<file path="src/shared/cer_pkg.sv">
// Constants and types shared by the exposure and readout sequencer
package cer_pkg;

   // ==========================================
   // Register map (byte addresses)
   localparam logic [7:0] CER_OFF_CTRL    = 8'h00;
   localparam logic [7:0] CER_OFF_SHUTTER = 8'h04;
   localparam logic [7:0] CER_OFF_GAIN    = 8'h08;
   localparam logic [7:0] CER_OFF_BRIGHT  = 8'h0C;
   localparam logic [7:0] CER_OFF_STATUS  = 8'h10;

   // ==========================================
   // Control register fields
   localparam int CER_CTRL_TRIG_EN = 0;  // Trigger enable
   localparam int CER_CTRL_SINGLE  = 1;  // Single-shot request
   localparam int CER_CTRL_CONT    = 2;  // Continuous-shot request
   localparam int CER_CTRL_VARIANT = 3;  // 0 pixel-memory, 1 shift-register

   // ==========================================
   // Values after reset
   localparam logic [31:0] CER_RST_SHUTTER = 32'h0000_0064;
   localparam logic [7:0]  CER_RST_GAIN    = 8'h10;    // Unity with 4 fraction bits
   localparam logic [11:0] CER_RST_BRIGHT  = 12'h000;

   // ==========================================
   // Frame geometry and sample widths
   localparam int CER_ROWS      = 4;
   localparam int CER_COLS      = 8;
   localparam int CER_ROW_W     = 2;
   localparam int CER_COL_W     = 3;
   localparam int CER_PM_BITS   = 10;
   localparam int CER_SR_BITS   = 12;
   localparam int CER_GAIN_FRAC = 4;
   localparam logic [11:0] CER_PM_MAX = 12'h03FF;
   localparam logic [11:0] CER_SR_MAX = 12'h0FFF;

   // ==========================================
   // Bus answers
   localparam logic [1:0] CER_RESP_OKAY   = 2'b00;
   localparam logic [1:0] CER_RESP_SLVERR = 2'b10;

   // ==========================================
   // State machines
   typedef enum logic [1:0] {
      CER_EXP_IDLE = 2'b00,
      CER_EXP_RUN  = 2'b01,
      CER_EXP_HOLD = 2'b10
   } cer_exp_e;

   typedef enum logic [1:0] {
      CER_RD_IDLE  = 2'b00,
      CER_RD_LOAD  = 2'b01,
      CER_RD_SHIFT = 2'b10
   } cer_rd_e;

endpackage

</file>
<file path="src/hw/cer_sequencer.sv">
// Exposure start, sensor readout, image buffer and frame transfer
// Summary of operation
// - Rising trigger edge starts exposure, which lasts the programmed shutter time.
// - Readout starts as soon as the exposure time has elapsed; code waits in CER_EXP_HOLD while readout is busy or the write bank is full.
// - Pixel-memory variant may expose the next frame during readout.
// - Pixel-memory readout selects one row at a time onto column lines.
// - Each column has gain stage and converter giving 10 bit samples.
// - Digitized row loads a horizontal register, shifted serially into the buffer.
// - Frame goes to host over transfer bus only after full readout.
// - Buffer decouples readout timing from host acceptance rate.
// - Shift-register variant: pixels to vertical registers, bottom line out horizontally.
// - Shift-register samples pass the gain stage and become 12 bit.
// - Shifting runs at internal data rate until every line is read.
// - Programmable gain and brightness apply to the conversion path.
// - Trigger disabled: triggers ignored, shot requests start exposure.
// - Trigger disabled: exposures start without any trigger event.
// - Single-shot request exposes and transfers exactly one frame.
// - Every shot-controlled frame uses the programmed shutter time.
// - Single-shot request clears itself after its frame is transferred.
// - Setting continuous-shot starts exposure of the first frame.
// - Later continuous frames start automatically, without new requests.
// - Clearing continuous-shot stops new exposures and frame transmission.
// - Continuous operation runs at the highest rate the settings allow.
//
// The address map and the AXI4-Lite register port were decided locally.
`timescale 1ns/1ps
`default_nettype none

module cer_sequencer
   import cer_pkg::*;
(
   input  wire logic                          aclk,            // 125 MHz clock
   input  wire logic                          aresetn,         // Sync reset, active low
   // AXI4-Lite slave
   input  wire logic [7:0]                    s_axi_awaddr,    // Write address
   input  wire logic                          s_axi_awvalid,   // Write address valid
   output logic                               s_axi_awready,   // Write address ready
   input  wire logic [31:0]                   s_axi_wdata,     // Write data
   input  wire logic [3:0]                    s_axi_wstrb,     // Byte enables
   input  wire logic                          s_axi_wvalid,    // Write data valid
   output logic                               s_axi_wready,    // Write data ready
   output logic [1:0]                         s_axi_bresp,     // Write response
   output logic                               s_axi_bvalid,    // Write response valid
   input  wire logic                          s_axi_bready,    // Write response ready
   input  wire logic [7:0]                    s_axi_araddr,    // Read address
   input  wire logic                          s_axi_arvalid,   // Read address valid
   output logic                               s_axi_arready,   // Read address ready
   output logic [31:0]                        s_axi_rdata,     // Read data
   output logic [1:0]                         s_axi_rresp,     // Read response
   output logic                               s_axi_rvalid,    // Read data valid
   input  wire logic                          s_axi_rready,    // Read data ready
   // Trigger pin and sensor
   input  wire logic                          external_trigger_input, // Async trigger pin
   output logic                               exposing,        // Sensor integrating
   output logic                               row_select,      // Pixel-memory row strobe
   output logic [CER_ROW_W-1:0]               row_addr,        // Selected row
   input  wire logic [CER_COLS*CER_PM_BITS-1:0] pm_col_samples, // Column converter outputs
   output logic                               vert_transfer,   // Pixels to vertical regs
   output logic                               line_transfer,   // Bottom line to horizontal
   output logic                               horiz_shift,     // Horizontal shift strobe
   input  wire logic [CER_SR_BITS-1:0]        sr_sample,       // Converter output for shift
   // Frame transfer bus to host
   output logic [15:0]                        ftb_data,        // Pixel word
   output logic                               ftb_valid,       // Word valid
   output logic                               ftb_last,        // Last word of frame
   input  wire logic                          ftb_ready        // Host accepts word
);

   // ==========================================
   // Shared conditioning path: gain, brightness offset, clamp
   function automatic logic [11:0] cond_px(input logic [11:0] raw, input logic [7:0] gain,
                                            input logic [11:0] bright, input logic [11:0] maxv);
      logic [20:0] prod;
      logic [20:0] sum;
      prod = 21'(raw) * 21'(gain);
      sum  = (prod >> CER_GAIN_FRAC) + 21'(bright);
      return (sum > 21'(maxv)) ? maxv : sum[11:0];
   endfunction

   // ==========================================
   // Registers
   logic        trig_en_ff, single_ff, cont_ff, variant_ff, ss_pend_ff;
   logic [31:0] shutter_ff;
   logic [7:0]  gain_ff;
   logic [11:0] bright_ff;
   logic        bvalid_ff, rvalid_ff;
   logic [1:0]  bresp_ff, rresp_ff;
   logic [31:0] rdata_ff;
   logic        trig_s1_ff, trig_s2_ff, trig_s3_ff;
   cer_exp_e    exp_ff;
   logic [31:0] exp_cnt_ff;
   cer_rd_e     rd_ff;
   logic [CER_ROW_W-1:0] row_ff;
   logic [CER_COL_W-1:0] col_ff, wcol_ff;
   logic [11:0] hreg_ff [CER_COLS];
   logic        row_sel_ff, vxfer_ff, lxfer_ff, hshift_ff;
   logic [1:0]  full_ff;
   logic        wr_bank_ff, tx_bank_ff, tx_busy_ff;
   logic [CER_ROW_W+CER_COL_W-1:0] tx_idx_ff;
   logic [15:0] ftb_data_ff;
   logic        ftb_last_ff;
   logic [15:0] frames_ff;
   logic [11:0] mem [2*CER_ROWS*CER_COLS];

   // ==========================================
   // Bus decode
   wire wr_go   = s_axi_awvalid & s_axi_wvalid & ~bvalid_ff;
   wire rd_go   = s_axi_arvalid & ~rvalid_ff;
   wire wr_ctrl = wr_go & (s_axi_awaddr == CER_OFF_CTRL) & s_axi_wstrb[0];
   wire wr_shut = wr_go & (s_axi_awaddr == CER_OFF_SHUTTER);
   wire wr_gain = wr_go & (s_axi_awaddr == CER_OFF_GAIN) & s_axi_wstrb[0];
   wire wr_brt  = wr_go & (s_axi_awaddr == CER_OFF_BRIGHT);
   wire wr_hit  = (s_axi_awaddr == CER_OFF_CTRL) | (s_axi_awaddr == CER_OFF_SHUTTER) |
                  (s_axi_awaddr == CER_OFF_GAIN) | (s_axi_awaddr == CER_OFF_BRIGHT) |
                  (s_axi_awaddr == CER_OFF_STATUS);
   wire ss_set  = wr_ctrl & s_axi_wdata[CER_CTRL_SINGLE];
   assign s_axi_awready = wr_go;
   assign s_axi_wready  = wr_go;
   assign s_axi_arready = rd_go;
   assign s_axi_bvalid  = bvalid_ff;
   assign s_axi_bresp   = bresp_ff;
   assign s_axi_rvalid  = rvalid_ff;
   assign s_axi_rresp   = rresp_ff;
   assign s_axi_rdata   = rdata_ff;

   // Read multiplexer
   logic [31:0] rd_mux;
   logic        rd_hit;
   always_comb begin
      rd_hit = 1'b1;
      case (s_axi_araddr)
         CER_OFF_CTRL:    rd_mux = {28'h000_0000, variant_ff, cont_ff, single_ff, trig_en_ff};
         CER_OFF_SHUTTER: rd_mux = shutter_ff;
         CER_OFF_GAIN:    rd_mux = {24'h00_0000, gain_ff};
         CER_OFF_BRIGHT:  rd_mux = {20'h0_0000, bright_ff};
         CER_OFF_STATUS:  rd_mux = {frames_ff, 7'h00, tx_busy_ff, full_ff, rd_ff, exp_ff,
                                    ss_pend_ff, 1'b0};
         default: begin
            rd_mux = 32'h0000_0000;
            rd_hit = 1'b0;
         end
      endcase
   end

   // ==========================================
   // Exposure start decision
   wire trig_edge  = trig_s2_ff & ~trig_s3_ff;
   wire want_shot  = (single_ff & ss_pend_ff) | cont_ff;
   wire start_src  = trig_en_ff ? (trig_edge & want_shot) : want_shot;
   wire rd_free    = (rd_ff == CER_RD_IDLE) & ~full_ff[wr_bank_ff];
   wire exp_allow  = variant_ff ? (rd_ff == CER_RD_IDLE) : 1'b1;
   wire exp_start  = (exp_ff == CER_EXP_IDLE) & exp_allow & start_src;
   wire exp_done   = (exp_ff == CER_EXP_RUN) & (exp_cnt_ff + 32'h0000_0001 >= shutter_ff);
   wire rd_start   = (exp_done | (exp_ff == CER_EXP_HOLD)) & rd_free;
   assign exposing = (exp_ff == CER_EXP_RUN);

   // ==========================================
   // Readout pixel path
   wire pix_wr   = variant_ff ? hshift_ff : (rd_ff == CER_RD_SHIFT);
   wire [11:0] sr_px = cond_px(sr_sample, gain_ff, bright_ff, CER_SR_MAX);
   wire [11:0] pix_d = variant_ff ? sr_px : hreg_ff[0];
   wire row_end  = pix_wr & (wcol_ff == CER_COL_W'(CER_COLS - 1));
   wire frm_end  = row_end & (row_ff == CER_ROW_W'(CER_ROWS - 1));
   wire [CER_ROW_W+CER_COL_W:0] wr_addr = {wr_bank_ff, row_ff, wcol_ff};
   assign row_select    = row_sel_ff;
   assign row_addr      = row_ff;
   assign vert_transfer = vxfer_ff;
   assign line_transfer = lxfer_ff;
   assign horiz_shift   = hshift_ff;

   // Horizontal register: parallel load of a row or serial shift
   logic [11:0] nxt_hreg [CER_COLS];
   always_comb begin
      for (int i = 0; i < CER_COLS; i++) begin
         if (rd_ff == CER_RD_LOAD && !variant_ff) begin
            nxt_hreg[i] = cond_px({2'b00, pm_col_samples[i*CER_PM_BITS +: CER_PM_BITS]},
                                  gain_ff, bright_ff, CER_PM_MAX);
         end else if (pix_wr && !variant_ff) begin
            nxt_hreg[i] = (i == CER_COLS - 1) ? 12'h000 : hreg_ff[(i + 1) % CER_COLS];
         end else begin
            nxt_hreg[i] = hreg_ff[i];
         end
      end
   end

   // ==========================================
   // Transfer side
   wire tx_ok    = single_ff | cont_ff;
   wire tx_begin = ~tx_busy_ff & full_ff[tx_bank_ff] & tx_ok;
   wire tx_take  = tx_busy_ff & ftb_ready;
   wire tx_end   = tx_take & ftb_last_ff;
   wire flush    = ~tx_ok & ~tx_busy_ff;
   wire [CER_ROW_W+CER_COL_W-1:0] tx_next = tx_begin ? '0 : tx_idx_ff + 1'b1;
   assign ftb_data  = ftb_data_ff;
   assign ftb_valid = tx_busy_ff;
   assign ftb_last  = ftb_last_ff;

   // Buffer occupancy, set by readout and cleared by transfer
   logic [1:0] nxt_full;
   always_comb begin
      nxt_full = full_ff;
      if (tx_end) nxt_full[tx_bank_ff] = 1'b0;
      if (flush) nxt_full = 2'b00;
      if (frm_end) nxt_full[wr_bank_ff] = 1'b1;
   end

   // ==========================================
   // Register file and bus answers
   always_ff @(posedge aclk) begin
      if (!aresetn) begin
         trig_en_ff <= 1'b0;
         cont_ff    <= 1'b0;
         variant_ff <= 1'b0;
         shutter_ff <= CER_RST_SHUTTER;
         gain_ff    <= CER_RST_GAIN;
         bright_ff  <= CER_RST_BRIGHT;
         bvalid_ff  <= 1'b0;
         bresp_ff   <= CER_RESP_OKAY;
         rvalid_ff  <= 1'b0;
         rresp_ff   <= CER_RESP_OKAY;
         rdata_ff   <= 32'h0000_0000;
      end else begin
         if (wr_ctrl) begin
            trig_en_ff <= s_axi_wdata[CER_CTRL_TRIG_EN];
            cont_ff    <= s_axi_wdata[CER_CTRL_CONT];
            variant_ff <= s_axi_wdata[CER_CTRL_VARIANT];
         end
         for (int b = 0; b < 4; b++) begin
            if (wr_shut && s_axi_wstrb[b]) shutter_ff[b*8 +: 8] <= s_axi_wdata[b*8 +: 8];
         end
         if (wr_gain) gain_ff <= s_axi_wdata[7:0];
         if (wr_brt && s_axi_wstrb[0]) bright_ff[7:0] <= s_axi_wdata[7:0];
         if (wr_brt && s_axi_wstrb[1]) bright_ff[11:8] <= s_axi_wdata[11:8];
         if (wr_go) begin
            bvalid_ff <= 1'b1;
            bresp_ff  <= wr_hit ? CER_RESP_OKAY : CER_RESP_SLVERR;
         end else if (s_axi_bready) begin
            bvalid_ff <= 1'b0;
         end
         if (rd_go) begin
            rvalid_ff <= 1'b1;
            rdata_ff  <= rd_mux;
            rresp_ff  <= rd_hit ? CER_RESP_OKAY : CER_RESP_SLVERR;
         end else if (s_axi_rready) begin
            rvalid_ff <= 1'b0;
         end
      end
   end

   // Single-shot request: software set wins over self clear
   always_ff @(posedge aclk) begin
      if (!aresetn) begin
         single_ff  <= 1'b0;
         ss_pend_ff <= 1'b0;
      end else begin
         if (ss_set) single_ff <= 1'b1;
         else if (tx_end) single_ff <= 1'b0;
         else if (wr_ctrl) single_ff <= 1'b0;
         if (ss_set) ss_pend_ff <= 1'b1;
         else if (exp_start & ~cont_ff) ss_pend_ff <= 1'b0;
      end
   end

   // Trigger pin synchroniser and edge history
   always_ff @(posedge aclk) begin
      if (!aresetn) begin
         trig_s1_ff <= 1'b0;
         trig_s2_ff <= 1'b0;
         trig_s3_ff <= 1'b0;
      end else begin
         trig_s1_ff <= external_trigger_input;
         trig_s2_ff <= trig_s1_ff;
         trig_s3_ff <= trig_s2_ff;
      end
   end

   // ==========================================
   // Exposure timer
   always_ff @(posedge aclk) begin
      if (!aresetn) begin
         exp_ff     <= CER_EXP_IDLE;
         exp_cnt_ff <= 32'h0000_0000;
      end else begin
         case (exp_ff)
            CER_EXP_IDLE: begin
               exp_cnt_ff <= 32'h0000_0000;
               if (exp_start) exp_ff <= CER_EXP_RUN;
            end
            CER_EXP_RUN: begin
               exp_cnt_ff <= exp_cnt_ff + 32'h0000_0001;
               if (exp_done) exp_ff <= rd_start ? CER_EXP_IDLE : CER_EXP_HOLD;
            end
            CER_EXP_HOLD: begin
               if (rd_start) exp_ff <= CER_EXP_IDLE;
            end
            default: exp_ff <= CER_EXP_IDLE;
         endcase
      end
   end

   // ==========================================
   // Readout sequencer for both sensor variants
   always_ff @(posedge aclk) begin
      if (!aresetn) begin
         rd_ff      <= CER_RD_IDLE;
         row_ff     <= '0;
         col_ff     <= '0;
         wcol_ff    <= '0;
         row_sel_ff <= 1'b0;
         vxfer_ff   <= 1'b0;
         lxfer_ff   <= 1'b0;
         hshift_ff  <= 1'b0;
      end else begin
         row_sel_ff <= 1'b0;
         vxfer_ff   <= 1'b0;
         lxfer_ff   <= 1'b0;
         hshift_ff  <= 1'b0;
         case (rd_ff)
            CER_RD_IDLE: begin
               row_ff <= '0;
               if (rd_start) begin
                  rd_ff    <= CER_RD_LOAD;
                  vxfer_ff <= variant_ff;
               end
            end
            CER_RD_LOAD: begin
               row_sel_ff <= ~variant_ff;
               lxfer_ff   <= variant_ff;
               col_ff     <= '0;
               wcol_ff    <= '0;
               rd_ff      <= CER_RD_SHIFT;
            end
            CER_RD_SHIFT: begin
               if (variant_ff && col_ff != CER_COL_W'(CER_COLS - 1) | ~hshift_ff & ~pix_wr) begin
                  hshift_ff <= ~row_end;
               end
               if (hshift_ff) col_ff <= col_ff + 1'b1;
               if (pix_wr) wcol_ff <= wcol_ff + 1'b1;
               if (row_end) begin
                  hshift_ff <= 1'b0;
                  row_ff    <= row_ff + 1'b1;
                  rd_ff     <= frm_end ? CER_RD_IDLE : CER_RD_LOAD;
               end
            end
            default: rd_ff <= CER_RD_IDLE;
         endcase
      end
   end

   // Horizontal register and image buffer writes
   always_ff @(posedge aclk) begin
      hreg_ff <= nxt_hreg;
      if (pix_wr) mem[wr_addr] <= pix_d;
   end

   // ==========================================
   // Bank bookkeeping and frame transfer to host
   always_ff @(posedge aclk) begin
      if (!aresetn) begin
         full_ff     <= 2'b00;
         wr_bank_ff  <= 1'b0;
         tx_bank_ff  <= 1'b0;
         tx_busy_ff  <= 1'b0;
         tx_idx_ff   <= '0;
         ftb_data_ff <= 16'h0000;
         ftb_last_ff <= 1'b0;
         frames_ff   <= 16'h0000;
      end else begin
         full_ff <= nxt_full;
         if (frm_end) wr_bank_ff <= ~wr_bank_ff;
         if (flush) tx_bank_ff <= wr_bank_ff ^ frm_end;
         if (tx_begin | (tx_take & ~ftb_last_ff)) begin
            tx_busy_ff  <= 1'b1;
            tx_idx_ff   <= tx_next;
            ftb_data_ff <= {4'h0, mem[{tx_bank_ff, tx_next}]};
            ftb_last_ff <= (tx_next == '1);
         end else if (tx_end) begin
            tx_busy_ff  <= 1'b0;
            ftb_last_ff <= 1'b0;
            tx_bank_ff  <= ~tx_bank_ff;
            frames_ff   <= frames_ff + 16'h0001;
         end
      end
   end

endmodule

`default_nettype wire

</file>
<file path="config.mk">
export PLATFORM = sky130hd
export DESIGN_NAME = cer_sequencer
export DESIGN_NICKNAME = d
export VERILOG_FILES = /design/src/shared/cer_pkg.sv /design/src/hw/cer_sequencer.sv
export SDC_FILE = /design/constraint.sdc
export NUM_CORES = 2
export LEC_CHECK = 0
export ABC_AREA = 0
export BUFFER_PORTS_ARGS = -buffer_cell sky130_fd_sc_hd__buf_4
export CORE_MARGIN = 2
export CORE_UTILIZATION = 40
export DETAILED_ROUTE_END_ITERATION = 12
export PLACE_DENSITY = 0.63
export SYNTH_ARGS = -nofsm -noshare
export SYNTH_HDL_FRONTEND = slang
export SYNTH_SLANG_ARGS = --single-unit
</file>
<file path="constraint.sdc">
create_clock -name aclk -period 8.25 [get_ports aclk]
set_clock_uncertainty 0.2 [all_clocks]
set_input_delay 1.2375 -clock aclk [delete_from_list [all_inputs] [get_ports aclk]]
set_output_delay 1.2375 -clock aclk [all_outputs]
set_load 0.01 [all_outputs]
</file>
==> impl_metrics.py <==
metrics = {
    "clock_tree": {
        "postCtsHoldBufs": 0,
        "cts_inserted_buffers": 108,
        "cts_resized": 0,
        "cts_htree_levels": 3,
        "cts-root-to-sink-buffers": 3,
        "post_cts_buffers": 0,
        "cts_root_buffer": "clkbuf_16",
        "cts_sinks": 1047,
        "cts_tree": "built",
        "clkLatencyLatePin_ns": 0.71,
        "clkSlewWorstSetupHoldPaths_ns": 0.06,
    },
    "min_path": {
        "hold_path_class": "flip-flop to flip-flop",
        "holdCritStartpoint": "trig_s1_ff$_SDFF_PN0_",
        "holdPathEnd": "trig_s2_ff$_SDFF_PN0_",
        "min_path_cells": 1,
    },
    "route": {
        "drc": 0,
        "vias_per_cell": 5.48,
        "drt_iter0_markers": 4266,
        "ant_nets": 0,
        "firstDrtPassIters": 8,
        "post_drt_wl_per_cell_um": 21.1,
        "wirelength_um": 194000,
        "via_count": 50498,
    },
    "global_route": {
        "grt_overflow": 0,
        "antenna_found_initial": 20,
        "grt_pass1_wl_um": 298000,
        "grt_start_max_net_pins": 122,
        "grt_pass1_vias": 50406,
        "grt_usage_pct": 21.3,
    },
    "synthesis": {
        "synth-seq-cells": 1047,
        "syn_avg_cell_area_um2": 10.6,
        "async_reset_ff_share_pct": 0,
        "yosysWarnings": 0,
        "synth_area_leader_cell": "edfxtp_1",
        "yosysMostFrequentCell": "edfxtp_1",
        "ys_seq_area_share_pct": 42.0,
        "yosys-top-cells-area": "edfxtp_1 37%, fa_1 13%, ha_1 8.3%",
        "synthTopCellsByCount": "864 x edfxtp_1, 766 x nand2_1, 664 x inv_1",
        "syn-cell-area_um2": 70400,
        "synth.distinct_cells": 90,
        "synth-edff-count": 864,
        "syn_inst": 6630,
        "netlist.area_leader.share_pct": 36.8,
        "synthFlopType": "edfxtp_1",
    },
    "sta": {
        "hold_viol": 0,
        "drv_slew": 0,
        "worst_slack_ns": 0.541,
        "relSlewSlack_pct": 9.14,
        "setup_violations": 0,
        "holdWs_ns": 0.241,
        "fin_crit_ns": 7.71,
        "setup-tns-final_ns": 0,
        "clock.fmax_ghz": 0.130,
        "finalCritPeriodShare_pct": 93.4,
        "tightest_slew_ns": 1.36,
        "rsz0062_at_grt": "false",
    },
    "setup_path": {
        "required_ns": 8.43,
        "r2r_slack_ns": 0.54,
        "r2r-end": "mem[48][9]$_DFFE_PP_",
        "crit_path_end_kind": "flip-flop",
        "worstPathMaxFanout": 64,
        "slowest_delay_ns": 0.80,
        "r2r_cells": 25,
        "startpoint_type": "flip-flop",
        "crit_arrival_ns": 7.89,
        "crit_path_frequent_cell": "fa_1",
        "critPathSlowestCell": "dfxtp_4",
        "crit_type": "flip-flop to flip-flop",
        "r2r_start": "gain_ff[4]$_SDFFE_PN1P_",
    },
    "pwr": {
        "ir_drop_v": 0.000230,
        "leakage_nw": 32.1,
        "powerDensity_nw_per_um2": 139,
    },
    "floorplan": {
        "rows": 154,
        "die_area_um2": 179000,
        "io_pins": 219,
        "die_w_um": 424,
        "coreArea_um2": 176000,
        "start_util_pct": 40.1,
        "die_h_um": 424,
    },
    "place": {
        "place_area_um2": 75000,
        "hpwl_um": 136000,
        "port-buffer-count": 212,
        "gp_congestion": 0.887,
        "pre_cts_ws_ns": 0.204,
    },
    "final_layout": {
        "syn_to_final_growth_pct": 11.6,
        "layout-drive-gt1-share_pct": 9.27,
        "postLayoutCellArea_um2": 78600,
        "nNetsFinal": 7845,
    },
    "status": {
        "status": "finished, final reports clean",
    },
    "flow_run": {
        "cap_violations": 0,
    },
}
how the worst max path moves through the flow:
stage	endpoint	cells past startpoint	startpoint
after CTS	mem[60][11]$_DFFE_PP_	27	gain_ff[4]$_SDFFE_PN1P_
after global routing	mem[51][0]$_DFFE_PP_	26	gain_ff[4]$_SDFFE_PN1P_
after global placement	hreg_ff[73]$_DFFE_PP_	23	pm_col_samples[15]
after detailed placement	hreg_ff[75]$_DFFE_PP_	23	pm_col_samples[15]
final	mem[48][9]$_DFFE_PP_	25	gain_ff[4]$_SDFFE_PN1P_
after floorplan	mem[0][1]$_DFFE_PP_	26	sr_sample[0]
placed cells by master, fill, tap and decap left out, types with 19 or more instances in the layout:
master and instances:
a211oi_1 50, nor3_1 93, a21oi_1 257, xnor2_1 136, clkbuf_1 32, and2_1 467, nor2_1 355, a21boi_0 53
nand2b_1 34, o22ai_1 83, o21bai_1 20, a31oi_1 60, nor2b_1 92, a21o_1 70, clkbuf_16 109, edfxtp_1 864
mux4_2 35, or3_1 19, and3_1 28, o21ai_0 229, xor2_1 90, a22oi_1 34, mux2i_1 70, fa_1 453
dfxtp_1 174, o21ai_1 21, o21a_1 40, nand4_1 40, nor4_1 27, buf_4 326, nand3_1 140, mux2_2 39
inv_1 663, o221ai_1 39, ha_1 465, nand2_1 766
worst max-delay path, delay by kind of cell, from the launching register on:
| family | cells | cell delay, ns |
|---|---|---|
| fa+ha+maj | 6 | 2.66 |
| compound gates | 7 | 1.62 |
| simple gates | 5 | 1.04 |
| flops | 1 | 0.80 |
| buf+inv | 5 | 0.60 |
| mux | 1 | 0.21 |
| xor+xnor | 1 | 0.10 |
final cells by class:
type                       instances  area [um2]
antenna                           18        45.0
clock buffer                     152        3000
clock inverter                    48         523
fill                           16211       96900
inverter                         665        2500
multi-input combinational       4609       37200
sequential                      1047       29600
tap                             2340        2930
timing repair buffer             343        2790
metal layers:
layer / GRT usage [%] / vias up / share of wire (%)
li1: - / 23334 / -
met1: 28.2 / 25336 / 42
met2: 36.1 / 1512 / 49
met3: 2.46 / 314 / 5.4
met4: 7.56 / 2 / 3.4
met5: 0 / - / 0.027
metrics by stage:
stage	util [%]	power, mW	cells
2_1_floorplan	-	6.01	6637
3_3_place_gp	42.8	6.19	9004
3_5_place_dp	42.8	6.20	9004
4_1_cts	44.8	11.0	9204
5_1_grt	44.8	11.3	9218
6_report	44.8	10.9	9222
kinds of logic after synthesis:
group                    share of synthesized area, %
adder cells (fa/ha/maj)                          21.1
XOR/XNOR                                         2.85
multiplexers                                     2.96
flip-flops                                       42.0
AO/OA/AOI/OAI                                    10.8
other                                         0.00532
AND/OR/NAND/NOR                                  14.8
buffers and inverters                            5.37
flip-flops by register name, summed over array words and instances (netlist names), 5 cells and up:
| signal | cells |
|---|---|
| bright_ff | 12 |
| exp_cnt_ff | 32 |
| frames_ff | 16 |
| ftb_data | 12 |
| gain_ff | 8 |
| hreg_ff | 96 |
| mem | 768 |
| s_axi_rdata | 32 |
| shutter_ff | 32 |
| tx_idx_ff | 5 |
power breakdown:
part / switching [mW] / leakage (nW) / internal, mW
Sequential: 0.00203 / 9.25 / 5.64
Combinational: 0.272 / 21.2 / 0.181
Clock: 2.07 / 1.72 / 2.77
No activity file was read; power rests on OpenSTA's default activity.
